`config.mk`:
```
export PLATFORM = sky130hd
export DESIGN_NAME = ecp_port
export DESIGN_NICKNAME = d
export VERILOG_FILES = /design/src/ecp_pkg.sv /design/src/ecp_in_filter.sv /design/src/ecp_port.sv /design/src/ecp_trig_pulse.sv
export SDC_FILE = /design/constraint.sdc
export NUM_CORES = 1
export LEC_CHECK = 0
export BUFFER_PORTS_ARGS = -buffer_cell sky130_fd_sc_hd__buf_2
export CAP_MARGIN = 0
export CORE_ASPECT_RATIO = 0.7
export CORE_MARGIN = 5
export CORE_UTILIZATION = 42
export DETAILED_ROUTE_END_ITERATION = 10
export GPL_ROUTABILITY_DRIVEN = 0
export PLACE_DENSITY = 0.69
export REMOVE_ABC_BUFFERS = 1
export SLEW_MARGIN = 5
export SYNTH_ARGS = -nofsm -noshare
export SYNTH_HDL_FRONTEND = slang
export SYNTH_SLANG_ARGS = --single-unit
```
`constraint.sdc`:
```
create_clock -name clk -period 4.9 [get_ports clk]
set_clock_uncertainty 0.2 [all_clocks]
set_input_delay 0.98 -clock clk [delete_from_list [all_inputs] [get_ports clk]]
set_output_delay 0.98 -clock clk [all_outputs]
set_load 0.02 [all_outputs]
```
`src/ecp_pkg.sv`:
```
// Shared constants, register map and helpers of the external control port.
package ecp_pkg;

    // Register byte offsets.
    localparam logic [7:0] ECP_CTRL_OFS   = 8'h00;
    localparam logic [7:0] ECP_STATE_OFS  = 8'h04;
    localparam logic [7:0] ECP_TWIDTH_OFS = 8'h08;
    localparam logic [7:0] ECP_TCMD_OFS   = 8'h0c;
    localparam logic [7:0] ECP_EVENT_OFS  = 8'h10;
    localparam logic [7:0] ECP_PINS_OFS   = 8'h14;

    // Control register fields.
    localparam int ECP_CTRL_W        = 7;
    localparam int ECP_CTRL_MODE_LSB = 0;
    localparam int ECP_CTRL_POL_BIT  = 2;
    localparam int ECP_CTRL_TPOL_BIT = 3;
    localparam int ECP_CTRL_RMT_BIT  = 4;
    localparam int ECP_CTRL_FN_LSB   = 5;
    localparam logic [ECP_CTRL_W-1:0] ECP_CTRL_RST = 7'h00;

    // Device state register fields, written by firmware.
    localparam int ECP_ST_W       = 9;
    localparam int ECP_ST_PWR     = 0;
    localparam int ECP_ST_OUT     = 1;
    localparam int ECP_ST_PROT    = 2;
    localparam int ECP_ST_LIM     = 3;
    localparam int ECP_ST_GAIN    = 4;
    localparam int ECP_ST_BUSY    = 5;
    localparam int ECP_ST_LORANGE = 6;
    localparam int ECP_ST_SYNC    = 7;
    localparam logic [ECP_ST_W-1:0] ECP_STATE_RST = 9'h000;

    // Command and event bit positions.
    localparam int ECP_NCMD       = 9;
    localparam int ECP_NPIN       = 11;
    localparam int ECP_EV_OFF     = 0;
    localparam int ECP_EV_ON      = 1;
    localparam int ECP_EV_START   = 2;
    localparam int ECP_EV_STOP    = 3;
    localparam int ECP_EV_HOLD    = 4;
    localparam int ECP_EV_BR1     = 5;
    localparam int ECP_EV_BR2     = 6;
    localparam int ECP_EV_RECALL  = 7;
    localparam int ECP_EV_PEAK    = 8;
    localparam int ECP_EV_COMPILE = 9;
    localparam int ECP_EV_MEM_LSB = 10;
    localparam int ECP_EV_FN_LSB  = 12;
    localparam int ECP_EV_W       = 14;
    localparam logic [ECP_EV_W-1:0] ECP_EVENT_RST = 14'h0000;

    // External control settings and active functions.
    localparam logic [1:0] ECP_MODE_DISABLE = 2'h0;
    localparam logic [1:0] ECP_MODE_ENABLE  = 2'h1;
    localparam logic [1:0] ECP_MODE_TESTER  = 2'h2;
    localparam logic [1:0] ECP_FN_CONT      = 2'h0;
    localparam logic [1:0] ECP_FN_SEQ       = 2'h1;
    localparam logic [1:0] ECP_FN_SIM       = 2'h2;

    // Timing.
    localparam int ECP_CLK_HZ        = 10000000;
    localparam int ECP_TRIG_WIDTH_US = 10000;
    localparam int ECP_TRIG_WIDTH_CYC =
        ECP_TRIG_WIDTH_US * (ECP_CLK_HZ / 1000000);
    localparam int ECP_FILTER_US     = 10;
    localparam int ECP_FILTER_CYC    = ECP_FILTER_US * (ECP_CLK_HZ / 1000000);
    localparam int ECP_TW_W          = 24;

    // Applies the selectable polarity: positive passes, negative inverts.
    function automatic logic ecp_pol_f(input logic lvl, input logic pos);
        return pos ? lvl : !lvl;
    endfunction

endpackage

```
`src/ecp_in_filter.sv`:
```
// Input synchroniser, debounce filter and falling-edge detector.
`timescale 1ns/1ns
`default_nettype none
module ecp_in_filter
    import ecp_pkg::*;
#(
    parameter int WIDTH       = ECP_NPIN,
    parameter int FILT_CYCLES = ECP_FILTER_CYC
)
(
    // Clock and reset.
    input  wire logic             clk,
    input  wire logic             resetn,
    // Raw pins and filtered results.
    input  wire logic [WIDTH-1:0] pin_in,
    output logic      [WIDTH-1:0] level,
    output logic      [WIDTH-1:0] fall
);
    localparam int CW = $clog2(FILT_CYCLES + 1);

    if (WIDTH < 1 || FILT_CYCLES < 1)
    begin : g_bad
        $error("ecp_in_filter: WIDTH and FILT_CYCLES must be positive");
    end

    typedef struct packed {
        logic [WIDTH-1:0]         s1;
        logic [WIDTH-1:0]         s2;
        logic [WIDTH-1:0]         filt;
        logic [WIDTH-1:0]         fall;
        logic [WIDTH-1:0][CW-1:0] cnt;
    } ecp_filt_st_t;

    localparam ecp_filt_st_t FILT_RST = '{'1, '1, '1, '0, '0};

    ecp_filt_st_t q;
    ecp_filt_st_t d;

    // A level must hold for FILT_CYCLES cycles; one falling edge gives one pulse.
    always_comb
    begin
        d      = q;
        d.s1   = pin_in;
        d.s2   = q.s1;
        d.fall = '0;
        for (int i = 0; i < WIDTH; i++)
        begin
            if (q.s2[i] == q.filt[i])
                d.cnt[i] = '0;
            else if (q.cnt[i] == CW'(FILT_CYCLES - 1))
            begin
                d.cnt[i]  = '0;
                d.filt[i] = q.s2[i];
                d.fall[i] = !q.s2[i]; // RQ22
            end
            else
                d.cnt[i] = q.cnt[i] + CW'(1);
        end
    end

    always_ff @(posedge clk or negedge resetn)
    begin
        if (!resetn)
            q <= FILT_RST;
        else
            q <= d;
    end

    assign level = q.filt;
    assign fall  = q.fall;

endmodule // ecp_in_filter
`default_nettype wire

```
`src/ecp_port.sv`:
```
// External control I/O port: command inputs, status outputs, register slave.
//
// Overview of operation
// RQ1: Three settings; disabled ignores inputs, status stays live.
// RQ2: All control inputs are ignored while remote communication is active.
// RQ3: Two memory-select inputs pick one of four setups of the function.
// RQ4: Recall falling edge loads the selected setup for the active function.
// RQ5: Recall under sequence or simulation also requests a compile.
// RQ6: Falling edges on off and on inputs switch the output.
// RQ7: Falling edges start, stop, or start branch one or two.
// RQ8: Hold input falling edge puts the running sequence on hold.
// RQ9: Peak-clear falling edge resets the held peak current.
// RQ10: One setting inverts the polarity-selectable status outputs.
// RQ11: Power-state pin is high when powered on, fixed polarity.
// RQ12: Output and gain-correction pins low-on negative, high-on positive.
// RQ13: Protection and limiter pins low-active negative, high-active positive.
// RQ14: Busy pin low-busy negative, high-busy positive.
// RQ15: Range pin low for higher range, high for lower range.
// RQ16: Step sync code drives two pins, first low bit, second high.
// RQ17: Controller should choose disabled when unused to avoid noise.
// RQ18: Port control and tester-control mode never operate together.
// RQ19: Select lines give memory one to four, first line low bit.
// RQ20: Step sync code LL, LH, HL, HH map to the two pins.
// RQ21: Trigger pin emits a pulse of set width and polarity.
// RQ22: Inputs are synchronised and filtered before falling-edge detection.
// RQ23: Trigger counter loads width and restarts on a new trigger.
`timescale 1ns/1ns
`default_nettype none
module ecp_port
    import ecp_pkg::*;
#(
    parameter int TRIG_WIDTH_RST = ECP_TRIG_WIDTH_CYC
)
(
    // Clock and reset.
    input  wire logic          clk,
    input  wire logic          resetn,
    // Avalon-MM slave.
    input  wire logic [7:0]    avs_address,
    input  wire logic          avs_read,
    input  wire logic          avs_write,
    input  wire logic [31:0]   avs_writedata,
    output logic      [31:0]   avs_readdata,
    output logic               avs_waitrequest,
    // Command pins, active falling edge; memory select, sampled as a level.
    input  wire logic          out_off_n,
    input  wire logic          out_on_n,
    input  wire logic          seq_start_n,
    input  wire logic          seq_stop_n,
    input  wire logic          seq_hold_n,
    input  wire logic          branch1_n,
    input  wire logic          branch2_n,
    input  wire logic          recall_n,
    input  wire logic          peak_clear_n,
    input  wire logic [1:0]    mem_sel,
    // Status pins.
    output logic               power_state_pin,
    output logic               output_state_pin,
    output logic               protection_pin,
    output logic               limiter_pin,
    output logic               gain_correction_state_pin,
    output logic               busy_pin,
    output logic               range_pin,
    output logic [1:0]         step_sync,
    output logic               trigger_pin,
    // Command strobes to the device logic.
    output logic [9:0]         cmd_strobe,
    output logic [1:0]         recall_mem
);
    if (TRIG_WIDTH_RST < 1 || TRIG_WIDTH_RST >= (1 << ECP_TW_W))
    begin : g_bad
        $error("ecp_port: TRIG_WIDTH_RST out of range");
    end

    typedef struct packed {
        logic [ECP_CTRL_W-1:0] ctrl;
        logic [ECP_ST_W-1:0]   state;
        logic [ECP_TW_W-1:0]   twidth;
        logic [ECP_EV_W-1:0]   ev;
        logic                  wreq;
        logic [31:0]           rdata;
        logic                  tfire;
        logic [9:0]            strobe;
        logic [1:0]            rmem;
        logic [6:0]            stat;
        logic [1:0]            sync;
    } ecp_port_st_t;

    ecp_port_st_t q;
    ecp_port_st_t d;

    logic [ECP_NPIN-1:0] lvl;
    logic [ECP_NPIN-1:0] fall;
    logic                trig_active;
    logic [1:0]          mode;
    logic [1:0]          fn;
    logic                pos;
    logic                accept;
    logic                we;
    logic [31:0]         rd;
    logic [ECP_EV_W-1:0] ev_set;

    ecp_in_filter #(
        .WIDTH       (ECP_NPIN),
        .FILT_CYCLES (ECP_FILTER_CYC)
    ) u_filt (
        .clk    (clk),
        .resetn (resetn),
        .pin_in ({mem_sel, peak_clear_n, recall_n, branch2_n, branch1_n,
                  seq_hold_n, seq_stop_n, seq_start_n, out_on_n, out_off_n}),
        .level  (lvl),
        .fall   (fall)
    );

    ecp_trig_pulse #(
        .CW (ECP_TW_W)
    ) u_trig (
        .clk      (clk),
        .resetn   (resetn),
        .fire     (q.tfire),
        .width    (q.twidth),
        .pol_pos  (q.ctrl[ECP_CTRL_TPOL_BIT]),
        .trig_out (trigger_pin),
        .active   (trig_active)
    );

    assign mode = q.ctrl[ECP_CTRL_MODE_LSB +: 2];
    assign fn   = q.ctrl[ECP_CTRL_FN_LSB +: 2];
    assign pos  = q.ctrl[ECP_CTRL_POL_BIT];
    // Only the enabled setting, outside remote operation, takes commands.
    assign accept = (mode == ECP_MODE_ENABLE) // RQ1 RQ18
                    && !q.ctrl[ECP_CTRL_RMT_BIT]; // RQ2
    assign we = avs_write && !q.wreq;

    always_comb
    begin
        rd = 32'h0000_0000;
        unique case (avs_address)
            ECP_CTRL_OFS:   rd = 32'(q.ctrl);
            ECP_STATE_OFS:  rd = 32'(q.state);
            ECP_TWIDTH_OFS: rd = 32'(q.twidth);
            ECP_TCMD_OFS:   rd = 32'(trig_active);
            ECP_EVENT_OFS:  rd = 32'(q.ev);
            ECP_PINS_OFS:   rd = 32'(lvl);
            default:        rd = 32'h0000_0000;
        endcase
    end

    always_comb
    begin
        d = q;
        // One wait state: capture read data, release on the next edge.
        d.wreq = 1'b1;
        if ((avs_read || avs_write) && q.wreq)
        begin
            d.wreq  = 1'b0;
            d.rdata = rd;
        end
        // Filtered falling edges become one-cycle strobes.
        d.strobe = '0;
        if (accept)
        begin
            d.strobe[ECP_NCMD-1:0] = fall[ECP_NCMD-1:0]; // RQ6 RQ7 RQ8 RQ9
            if (fall[ECP_EV_RECALL])
            begin
                d.rmem = lvl[ECP_NPIN-1 -: 2]; // RQ3 RQ19 RQ4
                d.strobe[ECP_EV_COMPILE] = (fn != ECP_FN_CONT); // RQ5
            end
        end
        ev_set = '0;
        ev_set[9:0] = d.strobe;
        // Events are write-one-to-clear; a new event wins over the clear.
        d.ev[9:0] = q.ev[9:0] & ~((we && avs_address == ECP_EVENT_OFS)
                    ? avs_writedata[9:0] : 10'h000);
        d.ev[9:0] = d.ev[9:0] | ev_set[9:0];
        if (d.strobe[ECP_EV_RECALL])
        begin
            d.ev[ECP_EV_MEM_LSB +: 2] = d.rmem;
            d.ev[ECP_EV_FN_LSB +: 2]  = fn;
        end
        d.tfire = 1'b0;
        if (we)
        begin
            unique case (avs_address)
                ECP_CTRL_OFS:   d.ctrl   = avs_writedata[ECP_CTRL_W-1:0];
                ECP_STATE_OFS:  d.state  = avs_writedata[ECP_ST_W-1:0];
                ECP_TWIDTH_OFS: d.twidth = avs_writedata[ECP_TW_W-1:0];
                ECP_TCMD_OFS:   d.tfire  = avs_writedata[0];
                default:        d.tfire  = 1'b0;
            endcase
        end
        // Status pins stay live in every setting.
        d.stat[0] = q.state[ECP_ST_PWR]; // RQ11
        d.stat[1] = ecp_pol_f(q.state[ECP_ST_OUT], pos); // RQ10 RQ12
        d.stat[2] = ecp_pol_f(q.state[ECP_ST_PROT], pos); // RQ13
        d.stat[3] = ecp_pol_f(q.state[ECP_ST_LIM], pos); // RQ13
        d.stat[4] = ecp_pol_f(q.state[ECP_ST_GAIN], pos); // RQ12
        d.stat[5] = ecp_pol_f(q.state[ECP_ST_BUSY], pos); // RQ14
        d.stat[6] = q.state[ECP_ST_LORANGE]; // RQ15
        d.sync    = q.state[ECP_ST_SYNC +: 2]; // RQ16 RQ20
    end

    always_ff @(posedge clk or negedge resetn)
    begin
        if (!resetn)
        begin
            q        <= '0;
            q.ctrl   <= ECP_CTRL_RST;
            q.state  <= ECP_STATE_RST;
            q.ev     <= ECP_EVENT_RST;
            q.twidth <= ECP_TW_W'(TRIG_WIDTH_RST);
            q.wreq   <= 1'b1;
            q.stat   <= 7'h3e;
        end
        else
            q <= d;
    end

    assign avs_readdata              = q.rdata;
    assign avs_waitrequest           = q.wreq;
    assign power_state_pin           = q.stat[0];
    assign output_state_pin          = q.stat[1];
    assign protection_pin            = q.stat[2];
    assign limiter_pin               = q.stat[3];
    assign gain_correction_state_pin = q.stat[4];
    assign busy_pin                  = q.stat[5];
    assign range_pin                 = q.stat[6];
    assign step_sync                 = q.sync;
    assign cmd_strobe                = q.strobe;
    assign recall_mem                = q.rmem;
endmodule // ecp_port
`default_nettype wire

```
`src/ecp_trig_pulse.sv`:
```
// Trigger pulse generator with programmable width and polarity.
`timescale 1ns/1ns
`default_nettype none
module ecp_trig_pulse
    import ecp_pkg::*;
#(
    parameter int CW = ECP_TW_W
)
(
    // Clock and reset.
    input  wire logic          clk,
    input  wire logic          resetn,
    // Control.
    input  wire logic          fire,
    input  wire logic [CW-1:0] width,
    input  wire logic          pol_pos,
    // Pulse.
    output logic               trig_out,
    output logic               active
);
    if (CW < 1)
    begin : g_bad
        $error("ecp_trig_pulse: CW must be positive");
    end

    typedef struct packed {
        logic [CW-1:0] cnt;
        logic          out;
    } ecp_trig_st_t;

    ecp_trig_st_t q;
    ecp_trig_st_t d;

    // A new fire reloads the count, so a running pulse is stretched.
    always_comb
    begin
        d = q;
        if (fire)
            d.cnt = (width == '0) ? CW'(1) : width; // RQ23
        else if (q.cnt != '0)
            d.cnt = q.cnt - CW'(1);
        d.out = ecp_pol_f(d.cnt != '0, pol_pos); // RQ21
    end

    always_ff @(posedge clk or negedge resetn)
    begin
        if (!resetn)
            q <= '{cnt: '0, out: 1'b1};
        else
            q <= d;
    end

    assign trig_out = q.out;
    assign active   = q.cnt != '0;
endmodule // ecp_trig_pulse
`default_nettype wire

```
==> results.sh, run 1 <==
export IMPL_ys_async_sr_fraction_pct=100
export IMPL_cp_end_kind="flip-flop"
export IMPL_ys_seq_area_share_pct=57.0
export IMPL_synth_most_common_cell="dfrtp_1"
export IMPL_wl_per_cell_um=17.1
export IMPL_cp_data_arrival_time_ns=4.18
export IMPL_wl_mm=23.8
export IMPL_cp_slowest_cell="or4_1"
export IMPL_ys_ff_latch=245
export IMPL_synth_compound_area_share_pct=7.75
export IMPL_hp_class="reg -> reg"
export IMPL_placed_cells=1347
export IMPL_critPathLaunchType="flip-flop"
export IMPL_synth_mux_area_fraction_pct=5.35
export IMPL_netlist_area_um2=10900
export IMPL_cts_tree="yes"
export IMPL_die_area_um2=29200
export IMPL_utilization_pct=47.9
export IMPL_p_leak_nw=5.70
export IMPL_antenna_cells=0
export IMPL_crit_fanout=8
export IMPL_cellPowerDensity_nw_per_um2=394
export IMPL_max_stage_delay_ns=0.55
export IMPL_yosys_area_top_type="dfrtp_1"
export IMPL_vdd_drop_max_v=0.000218
export IMPL_grt_pass1_vias=7318
export IMPL_drv_cap=0
export IMPL_coreArea_um2=25600
export IMPL_synthAdderAreaFrac_pct=1.50
export IMPL_ant_nets=0
export IMPL_synthXorXnorAreaFrac_pct=5.96
export IMPL_num_vias=7348
export IMPL_cts_sinks=245
export IMPL_pwr_share_comb_pct=12.8
export IMPL_drive_gt1_share_pct=23.9
export IMPL_avgSynthCellArea_um2=11.1
export IMPL_required_ns=5.15
export IMPL_synth_edf_count=0
export IMPL_pwr_share_clk_pct=38.6
export IMPL_drt_iter0_drc=682
export IMPL_start_util_pct=42.5
export IMPL_track_usage_pct=16.3
export IMPL_overflow=0
export IMPL_setup_slack_ns=0.977
export IMPL_ys_top_cells_by_area="dfrtp_1 46%, dfstp_2 11%, mux2_2 5.1%"
export IMPL_antenna_found_initial=1
export IMPL_ys_dominant_reg_cell="dfrtp_1"
export IMPL_place_area_um2=11400
export IMPL_area_growth_pct=12.7
export IMPL_p_sw_mw=1.32
export IMPL_post_cts_resized=0
export IMPL_postCtsHoldBufs=0
export IMPL_status="finished clean"
export IMPL_startpoint="u_trig.q[1]"
export IMPL_fin_cells=1393
export IMPL_dp_slack_ns=1.09
export IMPL_synth_cells_most_frequent="199 x dfrtp_1, 121 x nand2_1, 100 x nor2_1"
export IMPL_synth_top_family_by_area="simple AND/OR/NAND/NOR gates"
export IMPL_slew_headroom_pct=34.3
export IMPL_first_pass_iters=5
export IMPL_whs_ns=0.155
export IMPL_fin_crit_sh_pct=80.1
export IMPL_worstMarginPinSlew_ns=0.986
export IMPL_drc=0
export IMPL_vias_per_cell=5.27
export IMPL_seqPwrFrac_pct=48.5
export IMPL_synthSimpleGateAreaFrac_pct=18.1
export IMPL_port_buffers=93
export IMPL_postCtsSetupRepairBufs=0
export IMPL_drv_slew=0
export IMPL_power_mw=4.82
export IMPL_cts_buffer_depth=3
export IMPL_finish_instance_area_um2=12200
export IMPL_die_h_um=145
export IMPL_crit_reg2reg_launch="u_trig.q[1]"
export IMPL_ioPinCount=110
export IMPL_crit_chain="inv_1 > ha_1 > nor4b_2 > nand2_1 > nor3_2 > o41ai_1 > or4_1 > or4b_4 > nor4b_4 > xor2_1"
export IMPL_setup_worst_path_class="reg -> reg"
export IMPL_syn_inst=975
export IMPL_switching_share_pct=27.3
export IMPL_setup_violations=0
export IMPL_final_nets=1111
export IMPL_rsz0062_at_grt="no"
export IMPL_synth_top_area_share_pct=45.8
export IMPL_hold_path_startpoint="u_filt.d[105]"
export IMPL_cts_root_buffer="clkbuf_16"
export IMPL_dp_hpwl_mm=16.7
export IMPL_rows=49
export IMPL_synth_cell_types=62
export IMPL_clkSlewWorstSetupHoldPaths_ns=0.07
export IMPL_insertion_delay_ns=0.52
export IMPL_numCtsBuffers=25
export IMPL_ys_warn_count=0
export IMPL_max_freq_mhz=255
export IMPL_hold_viol=0
export IMPL_die_x_um=202
export IMPL_intPower_mw=3.50
export IMPL_cts_max_level=1
export IMPL_setup_tns_ns=0
export IMPL_grt_pass1_wl_mm=39.0
export IMPL_period_needed_ns=3.92
export IMPL_grt_max_degree=130
power groups by stage:
stage               Combinational [mW]  Clock (mW)  Sequential [mW]
floorplan                        0.418           0             2.32
global placement                 0.605           0             2.36
detailed placement               0.609           0             2.36
CTS                              0.615        1.91             2.33
global route                     0.689        1.99             2.36
finish                           0.619        1.86             2.34
state kept, by name (all words and copies together), names as in the netlist, 4 cells and up:
name / count
avs_readdata: 24
u_filt.level: 11
u_filt.q: 88
d: 4
q: 46
u_filt.fall: 9
u_filt.d: 11
u_trig.q: 24
cmd_strobe: 10
cells by family after synthesis:
| group | count (synthesis) |
|---|---|
| AO/OA/AOI/OAI | 122 |
| XOR/XNOR | 74 |
| multiplexers | 52 |
| AND/OR/NAND/NOR | 389 |
| flip-flops | 245 |
| other | 1 |
| buffers and inverters | 79 |
| adder cells (fa/ha/maj) | 13 |
layout by cell type (no fill, tap or decap), drive strengths merged, types with 3 or more instances in the layout:
master and count:
ha 13, dfrtp 199, and2 17, nand2 121
nor3b 11, inv 10, mux2 49, mux2i 3
a222oi 4, nor3 12, nor2b 4, clkbuf 38
a22oi 17, a31oi 5, nor2 100, xor2 36
conb 8, xnor2 38, o41ai 4, a2111oi 3
clkinv 5, nor4b 13, o31ai 3, and3 21
a21boi 3, a21o 10, o21ai 36, or4 11
or3 4, nand3 40, nand4 9, nor4 19
buf 103, a21oi 12, o211ai 7, dfstp 46
critical path: cells and delay by family, from the launching register on:
kind | cells | cell delay, ns
AND/OR/NAND/NOR | 6 | 2.58
flip-flops | 1 | 0.43
AO/OA/AOI/OAI | 1 | 0.18
adder cells (fa/ha/maj) | 1 | 0.17
XOR/XNOR | 1 | 0.17
buffers and inverters | 1 | 0.13
routing by layer:
metal / GRT usage (%) / vias to the layer above / routed length [um]
met5: 0 / - / 7
met4: 3.68 / 2 / 445
met3: 3.27 / 35 / 1370
met2: 24.8 / 182 / 10400
met1: 24.5 / 3614 / 11600
li1: - / 3515 / -
area by class of cell:
class	instances	area, um2
inverters	10	37.5
flip-flops and latches	245	6190
fillers	2287	13300
repair buffers	103	563
clock buffers	38	734
multi-input cells	658	4240
well taps	331	414
clock inverters	8	73.8
final timing paths:
| check | slack, ns | endpoint | cells past startpoint |
|---|---|---|---|
| max reg2reg | 0.98 | u_trig.trig_out | 10 |
| min in group asynchronous | 0.35 | u_filt.fall[1] | 1 |
| min | 0.16 | u_filt.q[105] | 0 |
| max | 0.98 | u_trig.trig_out | 10 |
| max in group asynchronous | 3.10 | q[76] | 2 |
| min reg2reg | 0.16 | u_filt.q[105] | 0 |
Note: power is estimated with default switching activity, not from simulation.
==> inputs of run 2 (changes only) <==
--- a/config.mk
+++ b/config.mk
@@ -12,7 +12,7 @@
 export CORE_UTILIZATION = 42
 export DETAILED_ROUTE_END_ITERATION = 10
 export GPL_ROUTABILITY_DRIVEN = 0
-export PLACE_DENSITY = 0.69
+export PLACE_DENSITY = 0.71
 export REMOVE_ABC_BUFFERS = 1
 export SLEW_MARGIN = 5
 export SYNTH_ARGS = -nofsm -noshare
==> constraint.sdc (replaced) <==
create_clock -name clk -period 3.2 [get_ports clk]
set_clock_uncertainty 0.2 [all_clocks]
set_input_delay 0.64 -clock clk [delete_from_list [all_inputs] [get_ports clk]]
set_output_delay 0.64 -clock clk [all_outputs]
set_load 0.02 [all_outputs]
==> run 2 against run 1 <==
The run now ends with negative setup slack left. Routed wire length increased by 7.8%. Critical path depth decreased by 2. Final cell count increased by 5.9%. Total power increased by 70%. Worst setup slack got worse by 1.2 ns. Sequential share of layout area decreased by 3.1 points. Critical path type unchanged. Global-route usage increased by 1.0 points. Maximum frequency increased by 14%. Combinational power increased to 2.6 times the previous value. Cell area increased by 6.6%.
==> results.sh, run 2 (same netlist as run 1, synthesis figures left out) <==
export IMPL_fin_crit_sh_pct=108
export IMPL_setup_violations=1
export IMPL_antenna_cells=0
export IMPL_drv_cap=0
export IMPL_slew_headroom_pct=40.6
export IMPL_regArea_um2=6190
export IMPL_top_regs="u_filt.q: 88 flops, q: 46 flops"
export IMPL_track_usage_pct=17.4
export IMPL_power_mw=8.21
export IMPL_ant_nets=0
export IMPL_start_util_pct=42.5
export IMPL_cp_end_kind="flip-flop"
export IMPL_numCtsBuffers=25
export IMPL_area_growth_pct=20.2
export IMPL_dp_hpwl_mm=18.6
export IMPL_coreArea_um2=25600
export IMPL_antenna_found_initial=1
export IMPL_max_freq_mhz=290
export IMPL_multi_input_area_um2=4290
export IMPL_wl_per_cell_um=17.4
export IMPL_setup_tns_ns=-0.243
export IMPL_grt_pass1_wl_mm=41.5
export IMPL_cts_max_level=1
export IMPL_insertion_delay_ns=0.53
export IMPL_first_pass_iters=6
export IMPL_overflow=0
export IMPL_violations="negative setup slack"
export IMPL_setup_worst_path_class="reg -> reg"
export IMPL_cellPowerDensity_nw_per_um2=629
export IMPL_mostFrequentLayoutCell="dfrtp_1"
export IMPL_vdd_drop_max_v=0.000420
export IMPL_rsz0062_at_grt="yes"
export IMPL_hold_viol=0
export IMPL_rows=49
export IMPL_cts_root_buffer="clkbuf_16"
export IMPL_drive_gt1_share_pct=29.4
export IMPL_largest_register="u_filt.q"
export IMPL_grt_pass1_vias=7951
export IMPL_critPathLaunchType="flip-flop"
export IMPL_grt_max_degree=76
export IMPL_die_area_um2=29200
export IMPL_largest_reg_flops=88
export IMPL_placed_cells=1419
export IMPL_fin_cells=1475
export IMPL_setup_slack_ns=-0.243
export IMPL_ioPinCount=110
export IMPL_die_x_um=202
export IMPL_drv_slew=0
export IMPL_utilization_pct=51.1
export IMPL_p_leak_nw=6.19
export IMPL_crit_fanout=4
export IMPL_wl_mm=25.6
export IMPL_layout_common_cells="199 x dfrtp_1, 121 x nand2_1, 100 x nor2_1"
export IMPL_clkSlewWorstSetupHoldPaths_ns=0.06
export IMPL_vias_per_cell=5.35
export IMPL_cts_tree="yes"
export IMPL_required_ns=3.44
export IMPL_cts_buffer_depth=3
export IMPL_num_vias=7898
export IMPL_drc=0
export IMPL_cp_data_arrival_time_ns=3.68
export IMPL_cts_sinks=245
export IMPL_dp_slack_ns=-0.297
export IMPL_finish_instance_area_um2=13100
export IMPL_fillerInstances=2177
export IMPL_die_h_um=145
export IMPL_hp_class="in -> reg"
export IMPL_worstMarginPinSlew_ns=0.880
export IMPL_status="finished with violations"
export IMPL_period_needed_ns=3.44
export IMPL_place_area_um2=12000
export IMPL_drt_iter0_drc=611
export IMPL_whs_ns=0.0188
export IMPL_final_nets=1193
export IMPL_port_buffers=93
run 2: cell type report:
class	count	share of cell area, %
sequential	245	47.4
multi-input combinational	658	32.8
timing repair buffer	185	9.39
clock buffer	36	5.72
tap	331	3.17
clock inverter	10	1.21
inverter	10	0.287
run 2: power breakdown:
part	switching [mW]	internal [mW]	leakage [nW]
Sequential	0.157	3.31	3.18
Combinational	0.837	0.756	2.56
Clock	1.21	1.94	0.450
Total	2.20	6.01	6.19
run 2: final timing paths:
check / endpoint / depth (start not counted) / slack, ns / from
setup reg to reg: u_trig.trig_out / 8 / -0.24 / u_trig.q[2]
hold / removal: u_filt.d[102] / 1 / 0.02 / seq_stop_n
max in group asynchronous: busy_pin / 3 / 1.51 / resetn
setup / recovery: u_trig.trig_out / 8 / -0.24 / u_trig.q[2]
hold reg to reg: u_filt.q[101] / 0 / 0.15 / u_filt.d[101]
min in group asynchronous: u_filt.q[38] / 2 / 0.49 / resetn
run 2: metal layers:
layer | vias to the layer above | global-route usage (%) | wire length (um)
met1 | 3883 | 25.4 | 12200
met5 | - | 0 | 7
met2 | 268 | 26.6 | 11200
met3 | 57 | 3.30 | 1520
li1 | 3688 | - | -
met4 | 2 | 5.11 | 717
run 2: worst max-delay path, cell delays in order (launching register included):
cell     delay [ns]
dfrtp_1        0.42
or4_4          0.51
or4_4          0.44
a31oi_1        0.15
o41ai_1        0.11
or4_1          0.54
or4b_4         0.54
nor4b_4        0.25
xor2_1         0.20
run 2: repair_timing:
item	4_1_cts	5_1_grt
gates cloned	0	0
pin swaps	3	1
hold buffers	9	0
buffers inserted	1	0
hold endpoints to repair	66	0
setup endpoints to repair	1	1
resized for setup	1	10
==> inputs of run 3 (changes only) <==
--- a/config.mk
+++ b/config.mk
@@ -10,8 +10,10 @@
 export CORE_ASPECT_RATIO = 0.7
 export CORE_MARGIN = 5
 export CORE_UTILIZATION = 42
+export CTS_BUF_LIST = sky130_fd_sc_hd__clkbuf_4 sky130_fd_sc_hd__clkbuf_8
 export DETAILED_ROUTE_END_ITERATION = 10
 export GPL_ROUTABILITY_DRIVEN = 0
+export HOLD_SLACK_MARGIN = 0.02
 export PLACE_DENSITY = 0.71
 export REMOVE_ABC_BUFFERS = 1
 export SLEW_MARGIN = 5
==> run 3 against run 2 <==
The flow still finishes with violations (negative setup slack). Hold slack better by 0.10 ns. Die area stayed put. Utilization about the same. First-iteration DRC count did not move. Highest routed layer unchanged. Largest cell class unchanged. Sequential share of layout area about the same. Critical endpoint unchanged. Largest power group unchanged.
==> results.sh, run 3 (same netlist as run 1, synthesis figures left out) <==
export IMPL_insertion_delay_ns=0.55
export IMPL_drc=0
export IMPL_numCtsBuffers=39
export IMPL_fin_crit_sh_pct=108
export IMPL_status="finished with violations"
export IMPL_crit_fanout=3
export IMPL_die_area_um2=29200
export IMPL_cp_end_kind="flip-flop"
export IMPL_finish_instance_area_um2=13100
export IMPL_coreArea_um2=25600
export IMPL_place_area_um2=12000
export IMPL_critPathLaunchType="flip-flop"
export IMPL_antenna_cells=0
export IMPL_first_pass_iters=5
export IMPL_slew_headroom_pct=33.5
export IMPL_grt_pass1_vias=8065
export IMPL_whs_ns=0.122
export IMPL_antenna_found_initial=1
export IMPL_setup_violations=1
export IMPL_largest_reg_flops=88
export IMPL_grt_max_degree=76
export IMPL_track_usage_pct=17.5
export IMPL_dp_hpwl_mm=18.6
export IMPL_setup_worst_path_class="reg -> reg"
export IMPL_power_mw=7.97
export IMPL_drv_slew=0
export IMPL_layout_common_cells="199 x dfrtp_1, 120 x nand2_1, 100 x nor2_1"
export IMPL_start_util_pct=42.5
export IMPL_violations="negative setup slack"
export IMPL_mostFrequentLayoutCell="dfrtp_1"
export IMPL_hold_viol=0
export IMPL_ioPinCount=110
export IMPL_cts_tree="yes"
export IMPL_drive_gt1_share_pct=31.1
export IMPL_cts_max_level=2
export IMPL_die_h_um=145
export IMPL_top_regs="u_filt.q: 88 flops, q: 46 flops"
export IMPL_die_x_um=202
export IMPL_p_leak_nw=6.22
export IMPL_period_needed_ns=3.47
export IMPL_rrSetupSlack_ns=-0.27
export IMPL_rsz0062_at_grt="yes"
export IMPL_drt_iter0_drc=611
export IMPL_clkSlewWorstSetupHoldPaths_ns=0.06
export IMPL_overflow=0
export IMPL_port_buffers=93
export IMPL_hp_class="in -> reg"
export IMPL_cellPowerDensity_nw_per_um2=610
export IMPL_num_vias=7960
export IMPL_rows=49
export IMPL_setup_slack_ns=-0.270
export IMPL_cts_buffer_depth=3
export IMPL_cts_root_buffer="clkbuf_8"
export IMPL_ant_nets=0
export IMPL_vias_per_cell=5.30
export IMPL_max_freq_mhz=288
export IMPL_cp_data_arrival_time_ns=3.71
export IMPL_wl_per_cell_um=17.0
export IMPL_required_ns=3.44
export IMPL_wl_mm=25.6
export IMPL_final_nets=1210
export IMPL_area_growth_pct=20.2
export IMPL_worstMarginPinSlew_ns=0.984
export IMPL_cts_sinks=245
export IMPL_vdd_drop_max_v=0.000310
export IMPL_largest_register="u_filt.q"
export IMPL_drv_cap=0
export IMPL_grt_pass1_wl_mm=41.6
run 3: final timing paths:
kind | cells after the start | startpoint | end
worst max-delay path | 8 | u_trig.q[3] | u_trig.trig_out
worst min-delay path | 3 | avs_writedata[15] | q[84]
worst max register to register | 8 | u_trig.q[3] | u_trig.trig_out
worst min register to register | 0 | u_filt.d[107] | u_filt.q[107]
max in group asynchronous | 3 | resetn | u_filt.d[101]
min in group asynchronous | 2 | resetn | u_filt.q[38]
run 3: cell type report:
cell class / count / area (um2)
Inverter: 10 / 37.5
Fill cell: 2177 / 12500
Clock buffer: 65 / 801
Tap cell: 331 / 414
Multi-Input combinational cell: 658 / 4290
Timing Repair Buffer: 188 / 1260
Sequential cell: 245 / 6190
Clock inverter: 6 / 66.3
run 3: through the flow:
stage	utilization, %	setup WS, ns	cells	setup TNS [ns]
after floorplan	-	-0.517	913	-10.77
after global placement	47.0	-0.203	1419	-0.203
after CTS	50.9	-0.261	1503	-0.261
after global routing	51.1	-0.357	1503	-0.357
after detailed placement	47.0	-0.297	1419	-0.297
final	51.1	-0.270	1503	-0.270
run 3: per-layer routing:
metal / vias to the layer above / GRT usage, % / part of all wire, %
met1: 3946 / 25.8 / 48
li1: 3721 / - / -
met4: 2 / 5.78 / 2.2
met2: 237 / 26.3 / 44
met3: 54 / 3.30 / 5.8
met5: - / 0 / 0.027
run 3: critical path, cell delays in order (launching register included):
cell and delay, ns:
dfrtp_1 0.38, or4_4 0.55, or4_4 0.43, a31oi_1 0.15, o41ai_1 0.11, or4_1 0.54
or4b_4 0.54, nor4b_4 0.25, xor2_1 0.21
run 3: power by group:
part / switching, mW / total, mW / internal, mW
Combinational: 0.830 / 1.59 / 0.758
Sequential: 0.159 / 3.47 / 3.31
Clock: 1.24 / 2.91 / 1.67
run 3: timing repair:
| action | 4_1_cts | 5_1_grt |
|---|---|---|
| pin swaps | 3 | 1 |
| hold buffers | 12 | 0 |
| endpoints found under the setup margin | 1 | 1 |
| buffers inserted | 1 | 0 |
| hold endpoints to repair | 69 | 0 |
| resized for setup | 1 | 11 |
